==> src/logic/sld_pkg.sv <==
// Constants shared by the serial-in latched driver block
package sld_pkg;

	// ------------------------------------------------------------
	// Structure
	// ------------------------------------------------------------
	localparam int STAGES      = 8;
	localparam int FIFO_DEPTH  = 32;
	localparam int FIFO_WIDTH  = 1;

	// ------------------------------------------------------------
	// Reset values
	// ------------------------------------------------------------
	localparam logic [7:0] SREG_RST  = 8'h00;
	localparam logic [7:0] LATCH_RST = 8'h00;
	localparam logic [7:0] DRIVE_OFF = 8'h00;

	// ------------------------------------------------------------
	// Timing
	// ------------------------------------------------------------
	localparam int CLK_PERIOD_NS        = 10;
	localparam int CLK_TO_STROBE_NS     = 300;
	localparam int CLK_TO_STROBE_CYCLES = (CLK_TO_STROBE_NS + CLK_PERIOD_NS - 1) / CLK_PERIOD_NS;

endpackage

==> src/logic/sld_stream_if.sv <==
// Valid/ready carrier between the bit queue and its users
`timescale 1ns/1ps
interface sld_stream_if #(
	parameter int WIDTH = 1
);
	logic             push_valid;
	logic             push_ready;
	logic [WIDTH-1:0] push_data;
	logic             pop_valid;
	logic             pop_ready;
	logic [WIDTH-1:0] pop_data;

	modport queue (
		input  push_valid,
		output push_ready,
		input  push_data,
		output pop_valid,
		input  pop_ready,
		output pop_data
	);

	modport user (
		output push_valid,
		input  push_ready,
		output push_data,
		input  pop_valid,
		output pop_ready,
		input  pop_data
	);
endinterface

==> src/logic/sld_driver_top.sv <==
// Serial-in, latched eight-output driver: shift register, latches, blanking
//
// Summary of operation
// - A queued shift clock rising edge captures serial data into the first stage; edges into a full queue are dropped.
// - Each later queued rising edge moves every stage one place toward the cascade output.
// - While strobe is high each latch takes its shift stage value.
// - Latches stay transparent, following new shift values, while strobe stays high.
// - Disable high forces all outputs off; latches and shift stages kept.
// - Disable low drives each output from its own latch.
`timescale 1ns/1ps
module sld_driver_top #(
	parameter int STAGES     = sld_pkg::STAGES,
	parameter int FIFO_DEPTH = sld_pkg::FIFO_DEPTH
) (
	// Clock and reset
	input  wire logic              sys_clk_in,
	input  wire logic              nrst_in,
	// Serial control pins from the host
	input  wire logic              serial_data_in,
	input  wire logic              shift_clk_in,
	input  wire logic              strobe_in,
	input  wire logic              out_disable_in,
	// Stall of the bit queue drain
	input  wire logic              shift_hold_in,
	// Driver, cascade and shift ready outputs
	output logic [STAGES-1:0]      drive_out,
	output logic                   cascade_out,
	output logic                   shift_ready_out
);
	import sld_pkg::*;

	if (STAGES != 8 || FIFO_DEPTH < 2) begin : g_chk
		$error("sld_driver_top: STAGES must be 8 and FIFO_DEPTH at least 2");
	end

	// ------------------------------------------------------------
	// State
	// ------------------------------------------------------------
	typedef struct packed {
		logic [STAGES-1:0] sreg;
		logic [STAGES-1:0] latch;
		logic [STAGES-1:0] drv;
		logic              casc;
		logic              rdy;
		logic              trk_armed;
		logic [3:0]        trk_hops;
		logic              trk_bit;
	} sld_top_s;

	sld_top_s q;
	sld_top_s next_q;
	logic     shift_rise;
	logic     shift_now;

	sld_stream_if #(.WIDTH(FIFO_WIDTH)) bits ();

	// ------------------------------------------------------------
	// Shift clock edge and bit queue
	// ------------------------------------------------------------
	sld_rise_det u_rise (
		.sys_clk_in (sys_clk_in),
		.nrst_in    (nrst_in),
		.level_in   (shift_clk_in),
		.rise_out   (shift_rise)
	);

	// Each rising shift edge queues the data bit present at it while the queue has room; edges into a full queue are dropped
	assign bits.push_valid = shift_rise;
	assign bits.push_data  = serial_data_in;
	assign bits.pop_ready  = !shift_hold_in;
	assign shift_now       = bits.pop_valid && bits.pop_ready;

	sld_fifo #(.WIDTH(FIFO_WIDTH), .DEPTH(FIFO_DEPTH)) u_fifo (
		.sys_clk_in (sys_clk_in),
		.nrst_in    (nrst_in),
		.st         (bits)
	);

	// ------------------------------------------------------------
	// Next state
	// ------------------------------------------------------------
	always_comb begin
		next_q = q;
		if (shift_now) begin
			next_q.sreg = {q.sreg[STAGES-2:0], bits.pop_data[0]};
		end
		if (strobe_in) begin
			next_q.latch = next_q.sreg;
		end
		next_q.drv  = out_disable_in ? DRIVE_OFF : next_q.latch;
		next_q.casc = next_q.sreg[STAGES-1];
		next_q.rdy  = bits.push_ready;
		// Follow one drained bit down the chain so the checks can find it
		if (shift_now) begin
			if (!q.trk_armed || q.trk_hops == 4'(STAGES - 1)) begin
				next_q.trk_armed = 1'b1;
				next_q.trk_hops  = 4'h0;
				next_q.trk_bit   = bits.pop_data[0];
			end else begin
				next_q.trk_hops  = q.trk_hops + 4'h1;
			end
		end
	end

	always_ff @(posedge sys_clk_in or negedge nrst_in) begin
		if (!nrst_in) begin
			q <= '{
				sreg:      SREG_RST,
				latch:     LATCH_RST,
				drv:       DRIVE_OFF,
				casc:      1'b0,
				rdy:       1'b0,
				trk_armed: 1'b0,
				trk_hops:  4'h0,
				trk_bit:   1'b0
			};
		end else begin
			q <= next_q;
		end
	end

	assign drive_out       = q.drv;
	assign cascade_out     = q.casc;
	assign shift_ready_out = q.rdy;

	// ------------------------------------------------------------
	// Per-output checks
	// ------------------------------------------------------------
	for (genvar i = 0; i < STAGES; i++) begin : g_out

	end
endmodule // sld_driver_top

==> src/logic/sld_fifo.sv <==
// Flip-flop FIFO with valid/ready on both sides
`timescale 1ns/1ps
module sld_fifo #(
	parameter int WIDTH = 1,
	parameter int DEPTH = 32
) (
	// Clock and reset
	input  wire logic   sys_clk_in,
	input  wire logic   nrst_in,
	// Stream
	sld_stream_if.queue st
);
	import sld_pkg::*;

	localparam int AW = $clog2(DEPTH);

	if (DEPTH < 2 || (1 << AW) != DEPTH || WIDTH < 1) begin : g_chk
		$error("sld_fifo: DEPTH must be a power of two >= 2");
	end

	typedef struct packed {
		logic [DEPTH-1:0][WIDTH-1:0] mem;
		logic [AW-1:0]               wr;
		logic [AW-1:0]               rd;
		logic [AW:0]                 cnt;
	} sld_fifo_s;

	sld_fifo_s q;
	sld_fifo_s next_q;
	logic      do_push;
	logic      do_pop;

	assign st.push_ready = (q.cnt != (AW+1)'(DEPTH));
	assign st.pop_valid  = (q.cnt != '0);
	assign st.pop_data   = q.mem[q.rd];
	assign do_push       = st.push_valid && st.push_ready;
	assign do_pop        = st.pop_valid && st.pop_ready;

	always_comb begin
		next_q = q;
		if (do_push) begin
			next_q.mem[q.wr] = st.push_data;
			next_q.wr        = q.wr + 1'b1;
		end
		if (do_pop) begin
			next_q.rd = q.rd + 1'b1;
		end
		case ({do_push, do_pop})
			2'b10:   next_q.cnt = q.cnt + 1'b1;
			2'b01:   next_q.cnt = q.cnt - 1'b1;
			default: next_q.cnt = q.cnt;
		endcase
	end

	always_ff @(posedge sys_clk_in or negedge nrst_in) begin
		if (!nrst_in) begin
			q <= '0;
		end else begin
			q <= next_q;
		end
	end
endmodule // sld_fifo

==> src/logic/sld_rise_det.sv <==
// Rising-edge detector for a synchronous level input
`timescale 1ns/1ps
module sld_rise_det (
	// Clock and reset
	input  wire logic sys_clk_in,
	input  wire logic nrst_in,
	// Level in, pulse out
	input  wire logic level_in,
	output logic      rise_out
);
	typedef struct packed {
		logic prev;
	} sld_rise_s;

	sld_rise_s q;
	sld_rise_s next_q;

	always_comb begin
		next_q      = q;
		next_q.prev = level_in;
	end

	// Prev resets high so a clock already high at release is no edge
	always_ff @(posedge sys_clk_in or negedge nrst_in) begin
		if (!nrst_in) begin
			q <= '{prev: 1'b1};
		end else begin
			q <= next_q;
		end
	end

	assign rise_out = level_in && !q.prev;
endmodule // sld_rise_det

==> config.mk <==
export PLATFORM = sky130hd
export DESIGN_NAME = sld_driver_top
export DESIGN_NICKNAME = d
export VERILOG_FILES = /design/src/logic/sld_pkg.sv /design/src/logic/sld_stream_if.sv /design/src/logic/sld_driver_top.sv /design/src/logic/sld_fifo.sv /design/src/logic/sld_rise_det.sv
export SDC_FILE = /design/constraint.sdc
export NUM_CORES = 1
export LEC_CHECK = 0
export BUFFER_PORTS_ARGS = -buffer_cell sky130_fd_sc_hd__buf_2
export CAP_MARGIN = 30
export CORE_UTILIZATION = 39
export CTS_CLUSTER_SIZE = 14
export DETAILED_ROUTE_END_ITERATION = 7
export GPL_ROUTABILITY_DRIVEN = 0
export SLEW_MARGIN = 20
export SYNTH_ARGS = -nofsm -noshare
export SYNTH_HDL_FRONTEND = slang
export SYNTH_SLANG_ARGS = --single-unit
export TNS_END_PERCENT = 10
==> constraint.sdc <==
create_clock -name sys_clk_in -period 7.6 [get_ports sys_clk_in]
set_input_delay 0.38 -clock sys_clk_in [delete_from_list [all_inputs] [get_ports sys_clk_in]]
set_output_delay 0.38 -clock sys_clk_in [all_outputs]
set_load 0.02 [all_outputs]
# Word level (Yosys, flattened, before mapping)
# Index checks and enable logic that the tools add are counted.
# word_totals
register_bits,75
inputBits,7
out_inout_bits,10
elab_cells,68
# classes
addsub,4
n_lt_le_gt_ge,3
n_eq_ne,3
muxes,9
reduce_logical,8
# op_table
operator,n
bitwise mux 32 bit,1
two-way mux 8 bit,3
"< comparator 5 x 6 -> 1 bit, second input constant",2
one-hot mux 6 bit (2 select lines),1
"adder 5 x 1 -> 5 bit, second input constant",2
"adder 6 x 1 -> 6 bit, second input constant",1
"!= test 6 bit, second input constant",1
nonzero test 6 bit,1
"subtractor 6 x 1 -> 6 bit, second input constant",1
binary-select mux 1 bit (select 5 bit),1
demux 1 bit (select 5 bit),1
">= comparator 5 x 1 -> 1 bit, second input constant",1
logical AND 1 bit,4
"equality test 2 x 1 -> 1 bit, second input constant",1
"equality test 2 bit, second input constant",1
logical NOT 1 bit,2
two-way mux 1 bit,2
nonzero test 2 bit,1

# Depth between registers and ports, before layout
# Gate-level depths: netlist (run 1).
# depth
depth_word,5
ltp_mapped,16
ltp_nobuf,13

# By module
# A second synthesis (run 1) with hierarchy kept.
# hier_totals
hier_cells,325
area_unflattened_um2,3937.5
# by_module_without_submodules
module,n_inst,cells_per_inst,area_each_um2,seq_area_each_um2
sld_fifo,1,235,2681.3,1201.2
sld_driver_top,1,88,1216.2,625.6
sld_rise_det,1,2,40.0,26.3

# Least setup slack after synthesis (run 1)
# Ideal clock, no wire load.
# synth_path
path_type,register to register
from,register u_fifo.q[3] (netlist bit)
to,register u_fifo.q[4] (netlist bit)
setup_ns,0.127
arrival_time_ns,2.478
required_ns,7.473
slack_ns,4.995
path_stages_with_launch,17
period_less_slack_ns,2.605
path_cell_list,dfrtp_1 -> buf_6 -> nor3_4 -> a21o_1 -> buf_6 -> inv_4 -> buf_6 -> ha_1 -> clkbuf_1 -> xor2_1 -> ha_1 -> a21o_1 -> nand2_1 -> a21oi_1 -> a211oi_1 -> nor2_1 -> xor2_1
# synth_via
elab_chain_len,4
# synth_lines
item,line,text
"start, declared",sld_fifo.sv:28,sld_fifo_s q;
"start signal, assigned",sld_fifo.sv:59,q <= next_q;
branches (longest 4 deep; another with subtractor 6 x 1 -> 6 bit),-,
# Parallel ways; which one is timed is not known.
# A chain may end at the register's enable or synchronous reset.

# Final worst setup path (run 1)
# Ends and elaborated chain as after synthesis.

==> results.cfg, run 1 <==
[sta]
setup_ws_ns = 4.77
worstMarginPinSlew_ns = 0.587
relSlewSlack_pct = 60.9
period_needed_ns = 2.83
fmax_mhz = 353
setup_tns_ns = 0
setup_viol = 0
drv_slew = 0
rsz0062_at_grt = no
hold_viol = 0
worst_clock_skew_ns = 0.0104
finalCritPeriodShare_pct = 37.2

[synthesis]
yosysMostFrequentCell = dfrtp_1
yosys-top-cells-count = dfrtp_1, nand2_1, mux2_1
async_flop_share_pct = 100
avgSynthCellArea_um2 = 11.4
ys_types = 48
synth_area_leaders = dfrtp_1, mux2_1, mux2i_1, nand2_1, mux2_4
yosysWarnings = 0
yosysSeqAreaShare_pct = 49.1
ys_ff_latch = 74
synth_top_area_share_pct = 48.4
synth_ff_type = dfrtp_1
synth.largest_area_cell = dfrtp_1
synth-edff-count = 0
syn-num-nets = 346
syn_area_um2 = 3780
synthCells = 331

[die]
die_w_um = 100
die_y_um = 100
dieArea_um2 = 10100
coreArea_um2 = 9330
num_rows = 35
ioPinCount = 17
initial_core_util_pct = 40.5

[layout]
syn_to_final_growth_pct = 7.52
final_nets = 347
num_antenna_cells = 0
finalNonFillerCells = 466
fill_cells = 890
drive_gt1_share_pct = 19.6

[power_and_ir_drop]
combPwrFrac_pct = 32.1
switching_share_pct = 36.2
p_seq_share_pct = 46.2
ir_worst_vdd_mv = 0.121
total_power_mw = 1.49
p_leak_nw = 1.90
pwr_density_cell_nw_per_um2 = 368
intPower_mw = 0.953
clkPwrFrac_pct = 21.7
switching_power_mw = 0.540

[critical_path]
crit_arrival_ns = 3.05
cp.required_ns = 7.83
worst-setup-path-type = flip-flop to flip-flop
path_max_fanout = 14
critical_path.startpoint_type = flip-flop
end_kind = flip-flop

[detailed_routing]
route.detailed.drc = 0
post_drt_wl_per_cell_um = 14.7
drt-initial-drc-count = 65
vias = 2305
totalWireLength_um = 6840
drt_pass1_iterations = 4
antenna_left = 0
viasPerCell = 4.95

[clock_network]
cts.repair.resized = 0
path_clk_slew_ns = 0.08
cts_max_path_buffers = 2
clk_latency_ns = 0.34
cts_sinks = 74
cts_tree = yes
cts-root-buf = clkbuf_8
cts_max_level = 3
cts_made_buffers = 9

[placement]
place_ws_ns = 4.79
dp_hpwl_um = 4370
port_buffers = 16
dp_cells = 448

[global_route]
grt_max_degree = 75
grt_pass1_vias = 2340
grtUsageTotal_pct = 15.0
grt_pass1_wl_um = 11600
antenna_found_initial = 0
gr-total-overflow = 0

[run]
maxCapViolCount = 0

[hold_path]
hp-class = input port to flip-flop

[run_status]
status = finished, final reports clean
final timing paths:
kind                               from            to  slack (ns)  cells past startpoint
hold reg to reg            u_fifo.q[36]  u_fifo.q[36]        0.49                      1
setup reg to reg            u_fifo.q[3]   u_fifo.q[4]        4.77                     12
setup / recovery            u_fifo.q[3]   u_fifo.q[4]        4.77                     12
max in group asynchronous       nrst_in      u_rise.q        6.56                      3
hold / removal             shift_clk_in      u_rise.q        0.15                      1
min in group asynchronous       nrst_in  u_fifo.q[15]        0.45                      2
power groups by stage:
stage	logic, mW	registers (mW)	clock network, mW
after floorplan	0.463	0.625	0
after global placement	0.472	0.691	0
after detailed placement	0.482	0.696	0
after CTS	0.484	0.690	0.334
after global routing	0.539	0.713	0.349
final	0.479	0.689	0.325
cell usage in the layout (no fill, tap or decap), types with 8 or more instances in the layout:
master and count:
and2_1 8, nor2_1 15, dfrtp_1 73, xnor2_1 9
mux2_4 8, clkbuf_8 12, mux2i_1 19, buf_2 15
nand2_1 36, nand2_2 8, ha_1 8, mux2_1 24
a21oi_1 14, inv_1 13
flip-flops by register name, summed over array words and instances (netlist names):
name,count
u_fifo.q,48
q,15
drive_out,8
cascade_out,1
shift_ready_out,1
u_rise.q,1
what timing repair did:
item,4_1_cts,5_1_grt
buffers inserted,0,0
hold buffers,0,1
hold endpoints to repair,0,16
final cells by class:
type	count	area, µm²	area share, %
clock inverter	3	46.3	1.14
tap	129	161	3.97
timing repair buffer	19	128	3.14
multi-input combinational	214	1650	40.6
inverter	14	55.1	1.36
clock buffer	13	169	4.16
sequential	74	1850	45.6
kinds of logic after synthesis:
group	count (synthesis)	share of synthesized area, %
XOR/XNOR	15	3.48
multiplexers	56	16.9
AO/OA/AOI/OAI	35	6.53
AND/OR/NAND/NOR	100	14.1
buffers and inverters	43	7.29
flip-flops	74	49.1
adder cells (fa/ha/maj)	8	2.65
worst max-delay path: stages (launching register included):
cell	delay (ns)
dfrtp_1	0.47
nor3_4	0.22
a21o_1	0.37
inv_4	0.16
ha_1	0.33
xor2_1	0.20
ha_1	0.24
a21o_1	0.18
nand2_1	0.06
a21oi_1	0.06
a211oi_1	0.18
nor2_1	0.08
xor2_1	0.15
layer usage:
| metal | GRT usage (%) | share of wire (%) | up-vias |
|---|---|---|---|
| met1 | 20.7 | 50 | 1165 |
| met2 | 23.0 | 47 | 23 |
| li1 | - | - | 1108 |
| met3 | 2.58 | 1.7 | 9 |
| met4 | 7.36 | 1.9 | 0 |
| met5 | 0 | 0 | - |
through the flow:
| step | cell area (µm²) | utilization (%) | hold WS, ns |
|---|---|---|---|
| 2_1_floorplan | 3780 | - | 0.0844 |
| 3_3_place_gp | 3810 | 40.8 | 0.470 |
| 3_5_place_dp | 3810 | 40.8 | 0.477 |
| 4_1_cts | 4020 | 43.1 | 0.129 |
| 5_1_grt | 4060 | 43.5 | 0.126 |
| 6_report | 4060 | 43.5 | 0.150 |
No activity file was read; power rests on OpenSTA's default activity.
==> run 2, diff against run 1 <==
==> constraint.sdc (replaced) <==
create_clock -name sys_clk_in -period 2.5 [get_ports sys_clk_in]
set_input_delay 0.125 -clock sys_clk_in [delete_from_list [all_inputs] [get_ports sys_clk_in]]
set_output_delay 0.125 -clock sys_clk_in [all_outputs]
set_load 0.02 [all_outputs]
==> results.cfg, run 2 (synthesized netlist as in run 1, its figures left out) <==
[power_and_ir_drop]
total_power_mw = 4.74
intPower_mw = 3.08
p_seq_share_pct = 42.9
pwr_density_cell_nw_per_um2 = 1130
switching_power_mw = 1.66
switching_share_pct = 35.0
combPwrFrac_pct = 34.4
p_leak_nw = 1.97
ir_worst_vdd_mv = 0.569
clkPwrFrac_pct = 22.8

[run]
maxCapViolCount = 0

[die]
ioPinCount = 17
die_y_um = 100
num_rows = 35
coreArea_um2 = 9330
die_w_um = 100
dieArea_um2 = 10100
initial_core_util_pct = 40.5

[detailed_routing]
antenna_left = 0
totalWireLength_um = 6750
post_drt_wl_per_cell_um = 14.1
drt_pass1_iterations = 4
viasPerCell = 4.80
route.detailed.drc = 0
drt-initial-drc-count = 94
vias = 2295

[clock_network]
cts_made_buffers = 9
cts_max_level = 3
cts_sinks = 74
cts_max_path_buffers = 2
clk_latency_ns = 0.35
path_clk_slew_ns = 0.07
cts-root-buf = clkbuf_8
cts_tree = yes

[sta]
finalCritPeriodShare_pct = 92.3
fmax_mhz = 433
setup_viol = 0
worst_clock_skew_ns = 0.00882
relSlewSlack_pct = 65.1
hold_viol = 0
drv_slew = 0
period_needed_ns = 2.31
worstMarginPinSlew_ns = 0.524

[critical_path]
cp.required_ns = 2.72
critical_path.startpoint_type = flip-flop
end_kind = flip-flop
cpMaxStageDelayCell = dfrtp_2
crit_arrival_ns = 2.53
worst-setup-path-type = flip-flop to flip-flop
path_max_fanout = 4
crit_chain = nor3_4 > nand3_2 > and3b_1 > inv_2 > ha_4 > xor2_2 > ha_2 > inv_1 > o21ai_0 > a21oi_1 > a211oi_1 > nor2_1 > xor2_1
max_stage_delay_ns = 0.44

[global_route]
grt_pass1_wl_um = 11600
grt_max_degree = 42
antenna_found_initial = 0
grtUsageTotal_pct = 14.8
gr-total-overflow = 0
grt_pass1_vias = 2349

[layout]
syn_to_final_growth_pct = 11.3
regMostFlops = u_fifo.q
layout_commonest_cell = dfrtp_1
largest_reg_flops = 48
mostFrequentLayoutCells = dfrtp_1, nand2_1, mux2_1, mux2i_1, buf_2
final_nets = 359
finish.utilization_pct = 45.1
drive_gt1_share_pct = 24.6
num_antenna_cells = 0

[placement]
dp_hpwl_um = 4460
port_buffers = 16

[hold_path]
hp-class = input port to flip-flop

[run_status]
status = finished, final reports clean
==> run 2: changes by cell type in the layout (fill, tap and decap cells not counted), sizes merged <==
cell / delta
buf: +10
dlygate4sd3: +2
bufinv: +1
clkbuf: -1
==> run 2: layer usage <==
metal | global-route usage [%] | wire length [µm] | up-vias
met5 | 0 | 0 | -
met4 | 4.57 | 105 | 0
met3 | 3.90 | 224 | 11
met2 | 22.8 | 3070 | 36
met1 | 20.5 | 3350 | 1119
li1 | - | - | 1129
==> run 2: worst paths after layout <==
check | startpoint | to | slack (ns) | cells past startpoint
setup reg to reg | u_fifo.q[4] | u_fifo.q[4] | 0.19 | 13
max in group asynchronous | nrst_in | q[19] | 1.66 | 3
setup / recovery | u_fifo.q[4] | u_fifo.q[4] | 0.19 | 13
hold reg to reg | u_fifo.q[28] | u_fifo.q[28] | 0.49 | 1
hold / removal | strobe_in | q[22] | 0.21 | 3
min in group asynchronous | nrst_in | u_fifo.q[47] | 0.27 | 2
==> run 2: repair_timing <==
action / CTS / global route
buffers inserted: 0 / 3
endpoints found under the setup margin: 0 / 1
gates resized for setup: 0 / 4
hold buffers: 3 / 0
endpoints found under the hold margin: 34 / 0
==> run 2: power groups by stage <==
stage	registers (mW)	clock network, mW	logic [mW]
after detailed placement	2.06	0	1.58
after global placement	2.04	0	1.55
after global routing	2.09	1.17	1.83
after floorplan	1.91	0	1.43
after CTS	2.04	1.12	1.59
final	2.03	1.08	1.63
==> run 2: critical path, delay by kind of cell (launching register included) <==
kind | cells | cell delay (ns)
AO/OA/AOI/OAI | 3 | 0.39
XOR/XNOR | 2 | 0.26
adder cells (fa/ha/maj) | 2 | 0.37
buffers and inverters | 2 | 0.13
flip-flops | 1 | 0.44
AND/OR/NAND/NOR | 4 | 0.58
==> run 2: layout make-up <==
cell class | instances | area (µm²)
Clock buffer | 12 | 165
Sequential cell | 74 | 1860
Tap cell | 129 | 161
Clock inverter | 4 | 72.6
Timing Repair Buffer | 31 | 215
Fill cell | 883 | 5120
Multi-Input combinational cell | 214 | 1680
Inverter | 14 | 55.1
==> run 2: stage by stage <==
| stage | area [µm²] | setup slack [ns] | TNS (ns) | cells | hold slack (ns) |
|---|---|---|---|---|---|
| 6_report | 4210 | 0.192 | 0 | 478 | 0.205 |
| 5_1_grt | 4210 | -0.00256 | -0.00256 | 478 | 0.220 |
| 4_1_cts | 4170 | 0.0639 | 0 | 475 | 0.188 |
| 3_5_place_dp | 3910 | 0.0967 | 0 | 456 | 0.119 |
| 3_3_place_gp | 3910 | 0.0946 | 0 | 456 | 0.115 |
| 2_1_floorplan | 3810 | 0.00479 | 0 | 331 | -0.171 |
==> run 3, diff against run 2 <==
--- a/config.mk
+++ b/config.mk
@@ -11,7 +11,7 @@
 export CTS_CLUSTER_SIZE = 14
 export DETAILED_ROUTE_END_ITERATION = 7
 export GPL_ROUTABILITY_DRIVEN = 0
-export SLEW_MARGIN = 20
+export PLACE_DENSITY = 0.58
 export SYNTH_ARGS = -nofsm -noshare
 export SYNTH_HDL_FRONTEND = slang
 export SYNTH_SLANG_ARGS = --single-unit
==> results.cfg, run 3 (synthesized netlist as in run 1, its figures left out) <==
[run_status]
status = finished, final reports clean

[layout]
mostFrequentLayoutCells = dfrtp_1, nand2_1, mux2_1, mux2i_1, buf_2
num_antenna_cells = 0
final_nets = 358
largest_reg_flops = 48
regMostFlops = u_fifo.q
finish.utilization_pct = 45.3
layout_commonest_cell = dfrtp_1
fill_cells = 894
syn_to_final_growth_pct = 12.0
drive_gt1_share_pct = 24.1

[sta]
setup_ws_ns = 0.180
fmax_mhz = 431
finalCritPeriodShare_pct = 92.8
worst_clock_skew_ns = 0.00878
drv_slew = 0
whs_ns = 0.0246
hold_viol = 0
worstMarginPinSlew_ns = 0.538
setup_viol = 0
period_needed_ns = 2.32
relSlewSlack_pct = 64.1
setup_tns_ns = 0
rsz0062_at_grt = no

[global_route]
antenna_found_initial = 0
gr-total-overflow = 0
grt_max_degree = 42
grt_pass1_vias = 2314
grt_pass1_wl_um = 11500
grtUsageTotal_pct = 14.7

[detailed_routing]
drt_pass1_iterations = 4
totalWireLength_um = 6600
drt-initial-drc-count = 76
wl_met3_um = 145
highest_layer = met4
route.detailed.drc = 0
drt-met1-wl_um = 3530
viasPerCell = 4.75
antenna_left = 0
dr_wl_met2_um = 2860
post_drt_wl_per_cell_um = 13.8
vias = 2267

[clock_network]
cts_tree = yes
clk_latency_ns = 0.34
path_clk_slew_ns = 0.08
cts-root-buf = clkbuf_8
cts_made_buffers = 9
cts_max_path_buffers = 2
cts_sinks = 74
cts_max_level = 3

[die]
die_w_um = 100
num_rows = 35
die_y_um = 100
ioPinCount = 17
coreArea_um2 = 9330
initial_core_util_pct = 40.5
dieArea_um2 = 10100

[power_and_ir_drop]
ir_worst_vdd_mv = 0.418
p_leak_nw = 1.98
total_power_mw = 4.91
pwr_density_cell_nw_per_um2 = 1160

[critical_path]
worst-setup-path-type = flip-flop to flip-flop
crit_arrival_ns = 2.55
cp.required_ns = 2.73
end_kind = flip-flop
critical_path.startpoint_type = flip-flop
path_max_fanout = 4

[placement]
port_buffers = 16
place_ws_ns = 0.0867
dp_hpwl_um = 4430

[hold_path]
hp-class = input port to flip-flop

[run]
maxCapViolCount = 0
[run 3: worst paths after layout]
check	start	to	slack [ns]	cells after the start
worst max-delay path	u_fifo.q[0]	u_fifo.q[4]	0.18	13
worst min-delay path	out_disable_in	drive_out[0]	0.02	2
worst max register to register	u_fifo.q[0]	u_fifo.q[4]	0.18	13
min in group asynchronous	nrst_in	u_fifo.q[47]	0.27	2
worst min register to register	u_fifo.q[28]	u_fifo.q[28]	0.49	1
max in group asynchronous	nrst_in	q[19]	1.66	3
[run 3: timing repair]
item,4_1_cts,5_1_grt
resized for setup,0,3
setup endpoints to repair,0,2
hold buffers,2,0
hold endpoints to repair,33,0
setup buffers,0,4
[run 3: final cells by class]
cell class / count / area [µm²] / share of cell area, %
sequential: 74 / 1860 / 43.9
multi-input combinational: 214 / 1670 / 39.5
timing repair buffer: 30 / 218 / 5.15
tap: 129 / 161 / 3.82
clock buffer: 11 / 141 / 3.34
clock inverter: 5 / 125 / 2.96
inverter: 14 / 55.1 / 1.30
[run 3: worst max-delay path: stages, from the launching register on]
cell and delay [ns]:
dfrtp_2 0.43, nor3_4 0.21, nand3_2 0.10, and3b_1 0.19, inv_2 0.08, ha_4 0.14
xor2_1 0.16, ha_2 0.24, inv_1 0.04, o21ai_0 0.14, a21oi_1 0.08, a211oi_1 0.17
nor2_1 0.09, xor2_1 0.14
[run 3: stage by stage]
step	cells	area (µm²)
after global routing	477	4230
after global placement	455	3910
final	477	4230
after CTS	473	4200
after floorplan	331	3810
after detailed placement	455	3910
[run 3: per-layer routing]
metal / up-vias / GRT usage, %
met2: 21 / 21.5
met1: 1112 / 21.2
met3: 6 / 3.34
met4: 0 / 5.35
met5: - / 0
li1: 1128 / -
[run 3: where the power goes]
group	switching, mW	internal (mW)
Clock	0.449	0.791
Sequential	0.393	1.66
Combinational	0.821	0.798
